$ cat config.mk
export PLATFORM = sky130hd
export DESIGN_NAME = msc_config_regs
export DESIGN_NICKNAME = d
export VERILOG_FILES = /design/src/design/msc_pkg.sv /design/src/design/msc_sync_edge.sv /design/src/design/msc_activity.sv /design/src/design/msc_config_regs.sv
export SDC_FILE = /design/constraint.sdc
export NUM_CORES = 1
export LEC_CHECK = 0
export CAP_MARGIN = 20
export CORE_MARGIN = 5
export CORE_UTILIZATION = 59
export CTS_CLUSTER_SIZE = 40
export DETAILED_ROUTE_END_ITERATION = 8
export DONT_BUFFER_PORTS = 1
export PLACE_DENSITY_LB_ADDON = 0.05
export SYNTH_ARGS = -nofsm -noshare
export SYNTH_HDL_FRONTEND = slang
export SYNTH_SLANG_ARGS = --single-unit
$ cat constraint.sdc
create_clock -name mclk -period 6.3 [get_ports mclk]
set_input_delay 1.26 -clock mclk [delete_from_list [all_inputs] [get_ports mclk]]
set_output_delay 1.26 -clock mclk [all_outputs]
set_load 0.05 [all_outputs]
$ cat src/design/msc_pkg.sv
// Purpose: Shared constants and types for the motion sensor configuration bank
// Assumes: Register port carries byte-wide data at byte addresses
// Notes: Every offset, field position, reset value and timing count lives here
package msc_pkg;

  // Register offsets
  localparam logic [7:0] ADDR_THRESHOLD_LOW = 8'h26;
  localparam logic [7:0] ADDR_EVENT_COUNT = 8'h27;
  localparam logic [7:0] ADDR_FILTER = 8'h28;
  localparam logic [7:0] ADDR_FIFO_WMARK = 8'h29;
  localparam logic [7:0] ADDR_INT_MAP = 8'h2A;
  localparam logic [7:0] ADDR_SYNC = 8'h2B;

  // Reset values
  localparam logic [7:0] RST_THRESHOLD_LOW = 8'h00;
  localparam logic [7:0] RST_EVENT_COUNT = 8'h01;
  localparam logic [7:0] RST_FILTER = 8'h00;
  localparam logic [7:0] RST_FIFO_WMARK = 8'h60;
  localparam logic [7:0] RST_INT_MAP = 8'h00;
  localparam logic [7:0] RST_SYNC = 8'h00;

  // Writable bit masks; everything else is reserved
  localparam logic [7:0] MASK_FILTER = 8'h7F;
  localparam logic [7:0] MASK_FIFO_WMARK = 8'h7F;
  localparam logic [7:0] MASK_SYNC = 8'h07;

  // Field positions
  localparam int HPF_LSB = 4;
  localparam int RATE_LSB = 0;
  localparam int PIN_ONE_LSB = 0;
  localparam int PIN_TWO_LSB = 4;
  localparam int EXT_CLOCK_BIT = 2;
  localparam int THRESH_DATA_LSB = 3;

  // Field encodings
  localparam logic [2:0] HPF_BYPASS = 3'h0;
  localparam logic [3:0] RATE_CODE_MAX = 4'hA;
  localparam logic [1:0] SYNC_INTERNAL = 2'h0;
  localparam logic [1:0] SYNC_EXT_DIRECT = 2'h1;
  localparam logic [1:0] SYNC_EXT_INTERP = 2'h2;

  // Timing: oscillator and fastest output rate
  localparam int MCLK_HZ = 25000000;
  localparam int FASTEST_RATE_HZ = 4000;
  localparam int FASTEST_LOWPASS_MHZ = 1000000;
  localparam int RATE_BASE_CYCLES = MCLK_HZ / FASTEST_RATE_HZ;
  // Interpolated ready delay, in oscillator cycles
  localparam int INTERP_DELAY_MIN = 14;
  localparam int INTERP_DELAY_MAX = 8204;
  localparam int INTERP_DELAY_STEP = (INTERP_DELAY_MAX - INTERP_DELAY_MIN) / 10;

  // High-pass corner as parts per hundred million of the output rate
  localparam logic [19:0] HIGHPASS_CORNER_SELECT_FRAC [1:6] = '{20'h3C4D8, 20'h0F284, 20'h03CB9,
    20'h00F16, 20'h003BA, 20'h000EE};

  typedef struct packed {
    logic signed [19:0] x;
    logic signed [19:0] y;
    logic signed [19:0] z;
  } msc_axes_s;

  typedef struct packed {
    logic data_ready;
    logic fifo_full;
    logic overrun;
    logic activity;
  } msc_events_s;

endpackage : msc_pkg

$ cat src/design/msc_sync_edge.sv
// Purpose: Two-flop synchroniser with rising edge detect for a pin input
// Assumes: Pin is slower than half the clock rate
// Notes: The first flop feeds only the second flop
`timescale 1ns/1ps
module msc_sync_edge (
  input wire logic mclk,
  input wire logic rst,
  input wire logic pin,
  output logic level,
  output logic rise
);
  logic meta_q;
  logic sync_q;
  logic last_q;

  always_ff @(posedge mclk or posedge rst)
  begin
    if (rst)
    begin
      meta_q <= 1'b0;
      sync_q <= 1'b0;
      last_q <= 1'b0;
    end
    else
    begin
      meta_q <= pin;
      sync_q <= meta_q;
      last_q <= sync_q;
    end
  end

  assign level = sync_q;
  assign rise = sync_q & ~last_q;

endmodule : msc_sync_edge

$ cat src/design/msc_activity.sv
// Purpose: Activity detector: threshold compare and consecutive-event counter
// Assumes: One sample strobe per output sample
// Notes: A required count of zero behaves as one
`timescale 1ns/1ps
module msc_activity (
  input wire logic mclk,
  input wire logic rst,
  input wire logic clear,
  input wire logic sample_valid,
  input wire msc_pkg::msc_axes_s axes,
  input wire logic [2:0] axis_enable,
  input wire logic [15:0] activity_threshold,
  input wire logic [7:0] activity_event_count,
  output logic activity
);
  logic [7:0] run_q;
  logic [7:0] run_d;
  logic [2:0] above;
  logic any_above;
  logic reached;
  logic [7:0] run_next;

  function automatic logic [15:0] magnitude(input logic signed [19:0] v);
    logic [19:0] a;
    a = v[19] ? 20'(-v) : 20'(v);
    magnitude = a[msc_pkg::THRESH_DATA_LSB +: 16];
  endfunction : magnitude

  // Unsigned magnitude, threshold bit 0 aligned with sample bit 3; strictly greater
  assign above[0] = axis_enable[0] & (magnitude(axes.x) > activity_threshold);
  assign above[1] = axis_enable[1] & (magnitude(axes.y) > activity_threshold);
  assign above[2] = axis_enable[2] & (magnitude(axes.z) > activity_threshold);
  assign any_above = |above;
  assign run_next = (run_q == 8'hFF) ? run_q : run_q + 8'h01;
  assign reached = any_above & (run_next >= activity_event_count);
  // Run restarts on any sample with no enabled axis above threshold
  assign run_d = any_above ? run_next : 8'h00;

  always_ff @(posedge mclk or posedge rst)
  begin
    if (rst)
    begin
      run_q <= 8'h00;
      activity <= 1'b0;
    end
    else if (clear)
    begin
      run_q <= 8'h00;
      activity <= 1'b0;
    end
    else
    begin
      activity <= sample_valid & reached;
      if (sample_valid)
      begin
        run_q <= run_d;
      end
    end
  end

endmodule : msc_activity

$ cat src/design/msc_config_regs.sv
// Purpose: Configuration bank 0x26..0x2B of a three-axis motion sensor
// Assumes: Serial front end presents byte writes/reads as one-cycle strobes on mclk
// Notes: Threshold high byte, polarity, standby and FIFO state arrive as inputs
// Contract
// - Activity threshold is unsigned 16 bits; low byte at 0x26; strictly-greater test.
// - Threshold bit 0 lines up with sample bit 3, bit 15 with bit 18.
// - Activity declared after programmed consecutive above-threshold count; count resets to one.
// - High-pass filter bypassed when corner field bits 6:4 is zero.
// - High-pass corner codes 1..6 are fixed fractions of the output rate.
// - Rate code 0 is 4000 Hz/1000 Hz, each step halves, last code 1010.
// - FIFO full when stored samples reach 7-bit watermark, valid 1 to 96.
// - Watermark resets to 96 so its interrupt stays quiet.
// - Pin one: bits 0..3 enable ready, full, overrun, activity.
// - Pin two: bits 4..7 enable ready, full, overrun, activity.
// - Any enabled event asserts its pin; several may be enabled.
// - Sync code 00 uses internal timing; code 11 is reserved.
// - Sync code 01: ready coincides with each external sync pulse.
// - Sync code 10: interpolated, ready 14 to 8204 cycles after sync.
// - Sync bit 2 switches sample timing to the external clock; code applies it only to internal timing (codes 00 and 11).
// - Interrupt pins active low when polarity is 0, high when 1.
`timescale 1ns/1ps
module msc_config_regs #(
  parameter int RATE_BASE = msc_pkg::RATE_BASE_CYCLES,
  parameter int INTERP_MIN = msc_pkg::INTERP_DELAY_MIN,
  parameter int INTERP_STEP = msc_pkg::INTERP_DELAY_STEP
) (
  input wire logic mclk,
  input wire logic rst,
  // Register port from the serial front end
  input wire logic [7:0] reg_addr,
  input wire logic [7:0] reg_wdata,
  input wire logic reg_write,
  input wire logic reg_read,
  output logic [7:0] reg_rdata,
  output logic reg_rvalid,
  // Fields held elsewhere
  input wire logic [7:0] activity_threshold_high,
  input wire logic [2:0] activity_axis_enable,
  input wire logic interrupt_polarity,
  input wire logic standby,
  // Datapath side
  input wire logic sample_valid,
  input wire msc_pkg::msc_axes_s axes,
  input wire logic [6:0] fifo_sample_count,
  input wire logic buffer_overrun_event,
  // Pins, from outside the clock domain
  input wire logic sync_pin,
  input wire logic ext_clock_pin,
  // Outputs
  output logic sample_strobe,
  output logic data_ready,
  output logic interp_enable,
  output logic highpass_enable,
  output logic [2:0] highpass_corner_select,
  output logic [19:0] highpass_corner_fraction,
  output logic [3:0] rate_lowpass_select,
  output logic [31:0] lowpass_corner_mhz,
  output logic [31:0] output_sample_rate_mhz,
  output logic fifo_full,
  output logic activity,
  output logic interrupt_pin_one,
  output logic interrupt_pin_two
);
  localparam logic [31:0] RATE_BASE_W = 32'(RATE_BASE);
  localparam logic [31:0] RATE_MHZ_BASE = 32'(msc_pkg::FASTEST_RATE_HZ * 1000);

  logic [7:0] activity_threshold_low_q;
  logic [7:0] activity_event_count_q;
  logic [7:0] filter_q;
  logic [7:0] fifo_wmark_q;
  logic [7:0] int_map_q;
  logic [7:0] sync_q;

  // Address decode
  logic sel_thresh;
  logic sel_count;
  logic sel_filter;
  logic sel_wmark;
  logic sel_map;
  logic sel_sync;
  logic [7:0] read_mux;

  assign sel_thresh = reg_addr == msc_pkg::ADDR_THRESHOLD_LOW;
  assign sel_count = reg_addr == msc_pkg::ADDR_EVENT_COUNT;
  assign sel_filter = reg_addr == msc_pkg::ADDR_FILTER;
  assign sel_wmark = reg_addr == msc_pkg::ADDR_FIFO_WMARK;
  assign sel_map = reg_addr == msc_pkg::ADDR_INT_MAP;
  assign sel_sync = reg_addr == msc_pkg::ADDR_SYNC;

  // Registers are stored masked, so reserved bits never hold a one
  always_comb
  begin
    if (sel_thresh)
      read_mux = activity_threshold_low_q;
    else if (sel_count)
      read_mux = activity_event_count_q;
    else if (sel_filter)
      read_mux = filter_q;
    else if (sel_wmark)
      read_mux = fifo_wmark_q;
    else if (sel_map)
      read_mux = int_map_q;
    else if (sel_sync)
      read_mux = sync_q;
    else
      read_mux = 8'h00;
  end

  // Standby gating of writes is the host's job; this bank accepts them any time
  always_ff @(posedge mclk or posedge rst)
  begin
    if (rst)
    begin
      activity_threshold_low_q <= msc_pkg::RST_THRESHOLD_LOW;
      activity_event_count_q <= msc_pkg::RST_EVENT_COUNT;
      filter_q <= msc_pkg::RST_FILTER;
      fifo_wmark_q <= msc_pkg::RST_FIFO_WMARK;
      int_map_q <= msc_pkg::RST_INT_MAP;
      sync_q <= msc_pkg::RST_SYNC;
    end
    else if (reg_write)
    begin
      if (sel_thresh)
        activity_threshold_low_q <= reg_wdata;
      if (sel_count)
        activity_event_count_q <= reg_wdata;
      if (sel_filter)
        filter_q <= reg_wdata & msc_pkg::MASK_FILTER;
      if (sel_wmark)
        fifo_wmark_q <= reg_wdata & msc_pkg::MASK_FIFO_WMARK;
      if (sel_map)
        int_map_q <= reg_wdata;
      if (sel_sync)
        sync_q <= reg_wdata & msc_pkg::MASK_SYNC;
    end
  end

  always_ff @(posedge mclk or posedge rst)
  begin
    if (rst)
    begin
      reg_rdata <= 8'h00;
      reg_rvalid <= 1'b0;
    end
    else
    begin
      reg_rvalid <= reg_read;
      if (reg_read)
        reg_rdata <= read_mux;
    end
  end

  // Filter decode
  logic [2:0] hpf_code;
  logic [3:0] rate_raw;
  logic [3:0] rate_code;

  assign hpf_code = filter_q[msc_pkg::HPF_LSB +: 3];
  assign rate_raw = filter_q[msc_pkg::RATE_LSB +: 4];
  // Codes above the last documented one behave as the slowest rate
  assign rate_code = (rate_raw > msc_pkg::RATE_CODE_MAX) ? msc_pkg::RATE_CODE_MAX : rate_raw;

  function automatic logic [19:0] hpf_fraction(input logic [2:0] code);
    if (code == 3'h0 || code == 3'h7)
      hpf_fraction = 20'h00000;
    else
      hpf_fraction = msc_pkg::HIGHPASS_CORNER_SELECT_FRAC[code];
  endfunction : hpf_fraction

  always_ff @(posedge mclk or posedge rst)
  begin
    if (rst)
    begin
      highpass_enable <= 1'b0;
      highpass_corner_select <= 3'h0;
      highpass_corner_fraction <= 20'h00000;
      rate_lowpass_select <= 4'h0;
      lowpass_corner_mhz <= 32'h00000000;
      output_sample_rate_mhz <= 32'h00000000;
    end
    else
    begin
      highpass_enable <= hpf_code != msc_pkg::HPF_BYPASS;
      highpass_corner_select <= hpf_code;
      highpass_corner_fraction <= hpf_fraction(hpf_code);
      rate_lowpass_select <= rate_code;
      lowpass_corner_mhz <= 32'(msc_pkg::FASTEST_LOWPASS_MHZ) >> rate_code;
      output_sample_rate_mhz <= RATE_MHZ_BASE >> rate_code;
    end
  end

  // Pin inputs
  logic sync_rise;
  logic ext_clock_rise;

  msc_sync_edge u_sync_pin (
    .mclk(mclk),
    .rst(rst),
    .pin(sync_pin),
    .level(),
    .rise(sync_rise)
  );

  msc_sync_edge u_ext_clock_pin (
    .mclk(mclk),
    .rst(rst),
    .pin(ext_clock_pin),
    .level(),
    .rise(ext_clock_rise)
  );

  // Sample timing
  logic [1:0] sync_mode;
  logic ext_clock_sel;
  logic timer_step;
  logic [31:0] rate_period;
  logic [31:0] rate_cnt_q;
  logic rate_wrap;
  logic internal_tick;

  assign sync_mode = sync_q[1:0];
  assign ext_clock_sel = sync_q[msc_pkg::EXT_CLOCK_BIT];
  // External clock edges replace oscillator cycles as the timebase
  assign timer_step = ext_clock_sel ? ext_clock_rise : 1'b1;
  assign rate_period = RATE_BASE_W << rate_code;
  assign rate_wrap = rate_cnt_q >= rate_period - 32'h00000001;
  assign internal_tick = timer_step & rate_wrap;

  always_ff @(posedge mclk or posedge rst)
  begin
    if (rst)
      rate_cnt_q <= 32'h00000000;
    else if (standby)
      rate_cnt_q <= 32'h00000000;
    else if (timer_step)
      rate_cnt_q <= rate_wrap ? 32'h00000000 : rate_cnt_q + 32'h00000001;
  end

  // Interpolated ready delay grows with the rate code
  logic [13:0] interp_delay;
  logic [13:0] interp_cnt_q;
  logic interp_busy_q;
  logic interp_done;

  assign interp_delay = 14'(INTERP_MIN + INTERP_STEP * int'(rate_code));
  assign interp_done = interp_busy_q & (interp_cnt_q >= interp_delay - 14'h0001);

  always_ff @(posedge mclk or posedge rst)
  begin
    if (rst)
    begin
      interp_busy_q <= 1'b0;
      interp_cnt_q <= 14'h0000;
    end
    else if (standby || sync_mode != msc_pkg::SYNC_EXT_INTERP)
    begin
      interp_busy_q <= 1'b0;
      interp_cnt_q <= 14'h0000;
    end
    else if (sync_rise)
    begin
      interp_busy_q <= 1'b1;
      interp_cnt_q <= 14'h0000;
    end
    else if (interp_done)
    begin
      interp_busy_q <= 1'b0;
    end
    else if (interp_busy_q)
    begin
      interp_cnt_q <= interp_cnt_q + 14'h0001;
    end
  end

  logic tick;

  // Reserved sync code 11 falls back to internal timing
  always_comb
  begin
    case (sync_mode)
      msc_pkg::SYNC_EXT_DIRECT: tick = sync_rise;
      msc_pkg::SYNC_EXT_INTERP: tick = interp_done;
      default: tick = internal_tick;
    endcase
  end

  always_ff @(posedge mclk or posedge rst)
  begin
    if (rst)
    begin
      sample_strobe <= 1'b0;
      data_ready <= 1'b0;
      interp_enable <= 1'b0;
    end
    else
    begin
      sample_strobe <= tick & ~standby;
      data_ready <= tick & ~standby;
      interp_enable <= sync_mode == msc_pkg::SYNC_EXT_INTERP;
    end
  end

  // Activity
  logic [15:0] activity_threshold;

  assign activity_threshold = {activity_threshold_high, activity_threshold_low_q};

  msc_activity u_activity (
    .mclk(mclk),
    .rst(rst),
    .clear(standby),
    .sample_valid(sample_valid),
    .axes(axes),
    .axis_enable(activity_axis_enable),
    .activity_threshold(activity_threshold),
    .activity_event_count(activity_event_count_q),
    .activity(activity)
  );

  // FIFO watermark: full once the stored count reaches it
  always_ff @(posedge mclk or posedge rst)
  begin
    if (rst)
      fifo_full <= 1'b0;
    else
      fifo_full <= fifo_sample_count >= fifo_wmark_q[6:0];
  end

  // Interrupt pins
  msc_pkg::msc_events_s events;
  logic [3:0] event_vec;
  logic [1:0] pin_level;

  assign events.data_ready = data_ready;
  assign events.fifo_full = fifo_full;
  assign events.overrun = buffer_overrun_event;
  assign events.activity = activity;
  // Bit order matches the map nibbles: ready, full, overrun, activity
  assign event_vec = {events.activity, events.overrun, events.fifo_full, events.data_ready};
  assign pin_level[0] = |(event_vec & int_map_q[msc_pkg::PIN_ONE_LSB +: 4]);
  assign pin_level[1] = |(event_vec & int_map_q[msc_pkg::PIN_TWO_LSB +: 4]);

  always_ff @(posedge mclk or posedge rst)
  begin
    if (rst)
    begin
      interrupt_pin_one <= 1'b1;
      interrupt_pin_two <= 1'b1;
    end
    else
    begin
      interrupt_pin_one <= interrupt_polarity ? pin_level[0] : ~pin_level[0];
      interrupt_pin_two <= interrupt_polarity ? pin_level[1] : ~pin_level[1];
    end
  end

endmodule : msc_config_regs

==> out/summary.md <==
- Worst Max-Slew Pin Slew: 1.02 ns
- Longest Clk Path Bufs: 2
- global placement routability congestion: 0.962
- number of storage elements in the synthesis netlist: 162
- hold violation total from the final report: 0
- worst reg2reg path startpoint: filter_q[3]
- max-slew violation count: 0
- total power divided by cell area: 218 nW/um^2
- post-cts hold buffer count: 0
- highest fanout seen on the critical path: 15
- arrival time at the worst endpoint: 5.91 ns
- drt drc: 0
- final net count: 1597
- share of total power consumed by net switching: 35.1%
- cell repeated most along the worst path: ha_1
- gate count after technology mapping: 1392
- I/O pin count: 212
- Starting Density: 59.6%
- total congestion overflow after global routing: 0
- delay contributed by the slowest stage of the critical path: 0.49 ns
- Worst-Skew Late Latency: 0.44 ns
- worst reg-to-reg setup slack: 0.75 ns
- Area growth syn-to-layout: 5.37%
- chip width: 155 um
- final non-filler cell total: 1637
- origin of the worst setup path: filter_q[3]
- largest cells by area after synthesis: dfrtp_1 32%, ha_1 14%, a21oi_1 4.5%, xnor2_1 4.3%, nand2_1 4.2%
- final design instance area without fill: 13100 um^2
- instance area at placement: 12500 um^2
- worst min-delay path class: register to register
- Max Freq: 180 MHz
- leakage power summed over all cells: 5.95 nW
- detailed-route via count: 9954
- worst endpoint required time: 6.66 ns
- largest vdd supply drop: 0.000187 V
- core region area: 20900 um^2
- max-cap viol count: 0
- diode count: 0
- critical path class: register to register
- htree depth: 4
- design internal power: 1.85 mW
- pin count of the biggest net entering global routing: 113
- count of cells along the worst register-to-register path: 23
- total iterations of the first detailed-routing run: 5
- syn avg cell area: 8.95 um^2
- post-route minimum period: 5.55 ns
- number of flops mapped to enable cells by yosys: 0
- Rel. slew slack: 32.0%
- wire length per cell after detailed routing: 18.7 um
- Fill cells: 1844
- Final Skew: 0.0117 ns
- Total Neg Setup Slack: 0 ns
- type of origin of the critical path: register
- number of warning messages in the yosys log: 0
- sinks on the clock net: 162
- DPL Wire Length: 23400 um
- ratio of final minimum period to clock period: 88.1%
- list of cells traversed by the critical path: clkinv_1, o21ai_0, buf_4, inv_1, ha_1, inv_1, ha_1, ha_1, a31oi_1, o21bai_1, a21o_1, maj3_1, a21oi_1, o21bai_1, xnor2_1, ha_1, a21o_1, a21o_1, a21oi_1, o211a_1, nand2_1, nor4b_1, mux2i_1
- dpl cells: 1604
- Final setup violation count: 0
- Netlist Area Pre-Place: 12500 um^2
- root buf cell: clkbuf_16
- run status: completed
- synth unique cells: 74
- worst reg2reg endpoint: interp_cnt_q[9]
- height of the die: 155 um
- capture point of the critical path: interp_cnt_q[9]
- Total Routed Length: 30600 um
- fraction of final layout cells with drive strength greater than 1: 9.40%
- post-synthesis async set-or-reset flop share: 100%
- first-pass GRT wire length: 49000 um
- share of synthesized area occupied by flip-flops and latches: 32.6%
- part of the power in the clock network: 38.6%
- flip-flop cell with the highest count after synthesis: dfrtp_1
- Avg Vias per Cell: 6.08
- biggest area consumer among synthesized cells: dfrtp_1
- Hold Crit Depth: 0
- Die ar.: 24100 um^2
- number of port buffers: 0
- sequential share of power: 44.8%
- number of buffers inserted to repair setup after CTS: 0
- clock buffer count from CTS: 17
- number of global-route vias before repair: 9549
- all-layer global routing usage: 24.9%
- FP Rows: 53
- CTS tree: yes
- slowest stage cell, crit path: dfrtp_1
- antenna violations before repair: 0
- number of gates resized after cts: 0
- unrepaired setup endpoints after global routing: false
- clock edge transition at the registers on the reported setup and hold paths: 0.07 ns
- Logic pwr share: 16.6%
- DRT iter0 DRCs: 664
- critical path endpoint category: register
- number of antenna-violating nets in the routed design: 0
- switching power: 1.00 mW
- Synth top area share: 31.5%
-- layout make-up --
| class | instances | area (um^2) | area share [%] |
|---|---|---|---|
| flip-flops and latches | 162 | 4060 | 30.9 |
| well taps | 275 | 344 | 2.62 |
| multi-input cells | 1081 | 7670 | 58.5 |
| clock inverters | 15 | 211 | 1.61 |
| repair buffers | 16 | 140 | 1.07 |
| inverters | 71 | 272 | 2.07 |
| clock buffers | 17 | 425 | 3.24 |
-- power by group through the flow --
stage          clock network [mW]  registers, mW  logic [mW]
6_report                     1.10           1.28       0.475
2_1_floorplan                   0           1.23       0.465
3_3_place_gp                    0           1.30       0.459
5_1_grt                      1.16           1.29       0.537
3_5_place_dp                    0           1.30       0.470
4_1_cts                      1.12           1.28       0.474
-- per-stage QoR --
stage               setup slack [ns]  util, %  hold slack, ns  total power, mW
floorplan                      0.462        -           0.331             1.70
global placement               0.927     59.7           0.335             1.76
detailed placement             0.861     59.7           0.337             1.77
CTS                            0.806     62.7           0.353             2.87
global route                   0.210     62.8           0.367             2.99
finish                         0.748     62.8           0.350             2.86
-- synth_stat cells, drive strengths merged, types with 5 or more instances --
cell	instances
a211oi	11
a21boi	6
a21o	20
a21oi	112
a221oi	12
a31oi	7
and2	5
and3	13
buf	57
clkbuf	45
dfrtp	157
dfstp	5
ha	144
inv	70
mux2	43
mux2i	26
nand2	141
nand2b	18
nand3	51
nand3b	7
nand4	30
nor2	81
nor2b	12
nor3	15
nor4	17
o211ai	14
o21a	7
o21ai	70
o31ai	14
or2	10
or3	10
or4	14
or4b	6
xnor2	61
xor2	22
-- state kept, by name, indices dropped and copies added (netlist names), 3 cells and up --
signal and flops:
filter_q 7, activity_event_count_q 8, output_sample_rate_mhz 22, u_activity.run_q 8, rate_lowpass_select 4, reg_rdata 8, highpass_corner_fraction 15, activity_threshold_low_q 8
sync_q 3, highpass_corner_select 3, int_map_q 8, fifo_wmark_q 7, rate_cnt_q 32, interp_cnt_q 14
-- how the worst min path moves through the flow --
stage	slack, ns	to	startpoint
after global placement	0.33	u_ext_clock_pin.level	u_ext_clock_pin.meta_q
after floorplan	0.33	u_ext_clock_pin.level	u_ext_clock_pin.meta_q
final	0.35	u_sync_pin.level	u_sync_pin.meta_q
after CTS	0.35	u_sync_pin.level	u_sync_pin.meta_q
after detailed placement	0.34	u_ext_clock_pin.level	u_ext_clock_pin.meta_q
after global routing	0.37	u_sync_pin.level	u_sync_pin.meta_q
-- cells by family (layout without fill, tap and decap cells) --
group	after synthesis	in the layout	synth area share [%]
multiplexers	69	69	5.98
XOR/XNOR	83	83	5.84
AO/OA/AOI/OAI	314	314	15.9
flip-flops	162	162	32.6
adder cells (fa/ha/maj)	145	145	14.5
buffers and inverters	173	119	6.66
AND/OR/NAND/NOR	444	444	18.5
other	2	26	0.0603
-- per-layer routing --
metal / vias up / track usage (%) / wire length [um]
met1: 4752 / 35.7 / 14100
li1: 4861 / - / -
met2: 298 / 38.6 / 13900
met3: 43 / 4.90 / 1920
met4: 0 / 7.25 / 570
met5: - / 0 / 0
-- placed cells by master, fill, tap and decap left out, types with 30 or more instances in the layout --
cell type  count
xnor2_1       61
a21oi_1      112
nand4_1       30
nand2_1      141
nor2_1        80
ha_1         144
nand3_1       51
inv_1         69
mux2_2        43
dfrtp_1      157
o21ai_0       66
-- worst max-delay path, delay by kind of cell (launching register included) --
kind / cells / cell delay [ns]
AOI/OAI and AO/OA: 10 / 1.85
adders and majority gates: 5 / 1.42
and+or+nand+nor: 2 / 0.82
buffers and inverters: 4 / 0.53
DFF: 1 / 0.49
muxes: 1 / 0.23
xor gates and xnor gates: 1 / 0.14
No activity file was read; power rests on OpenSTA's default activity.
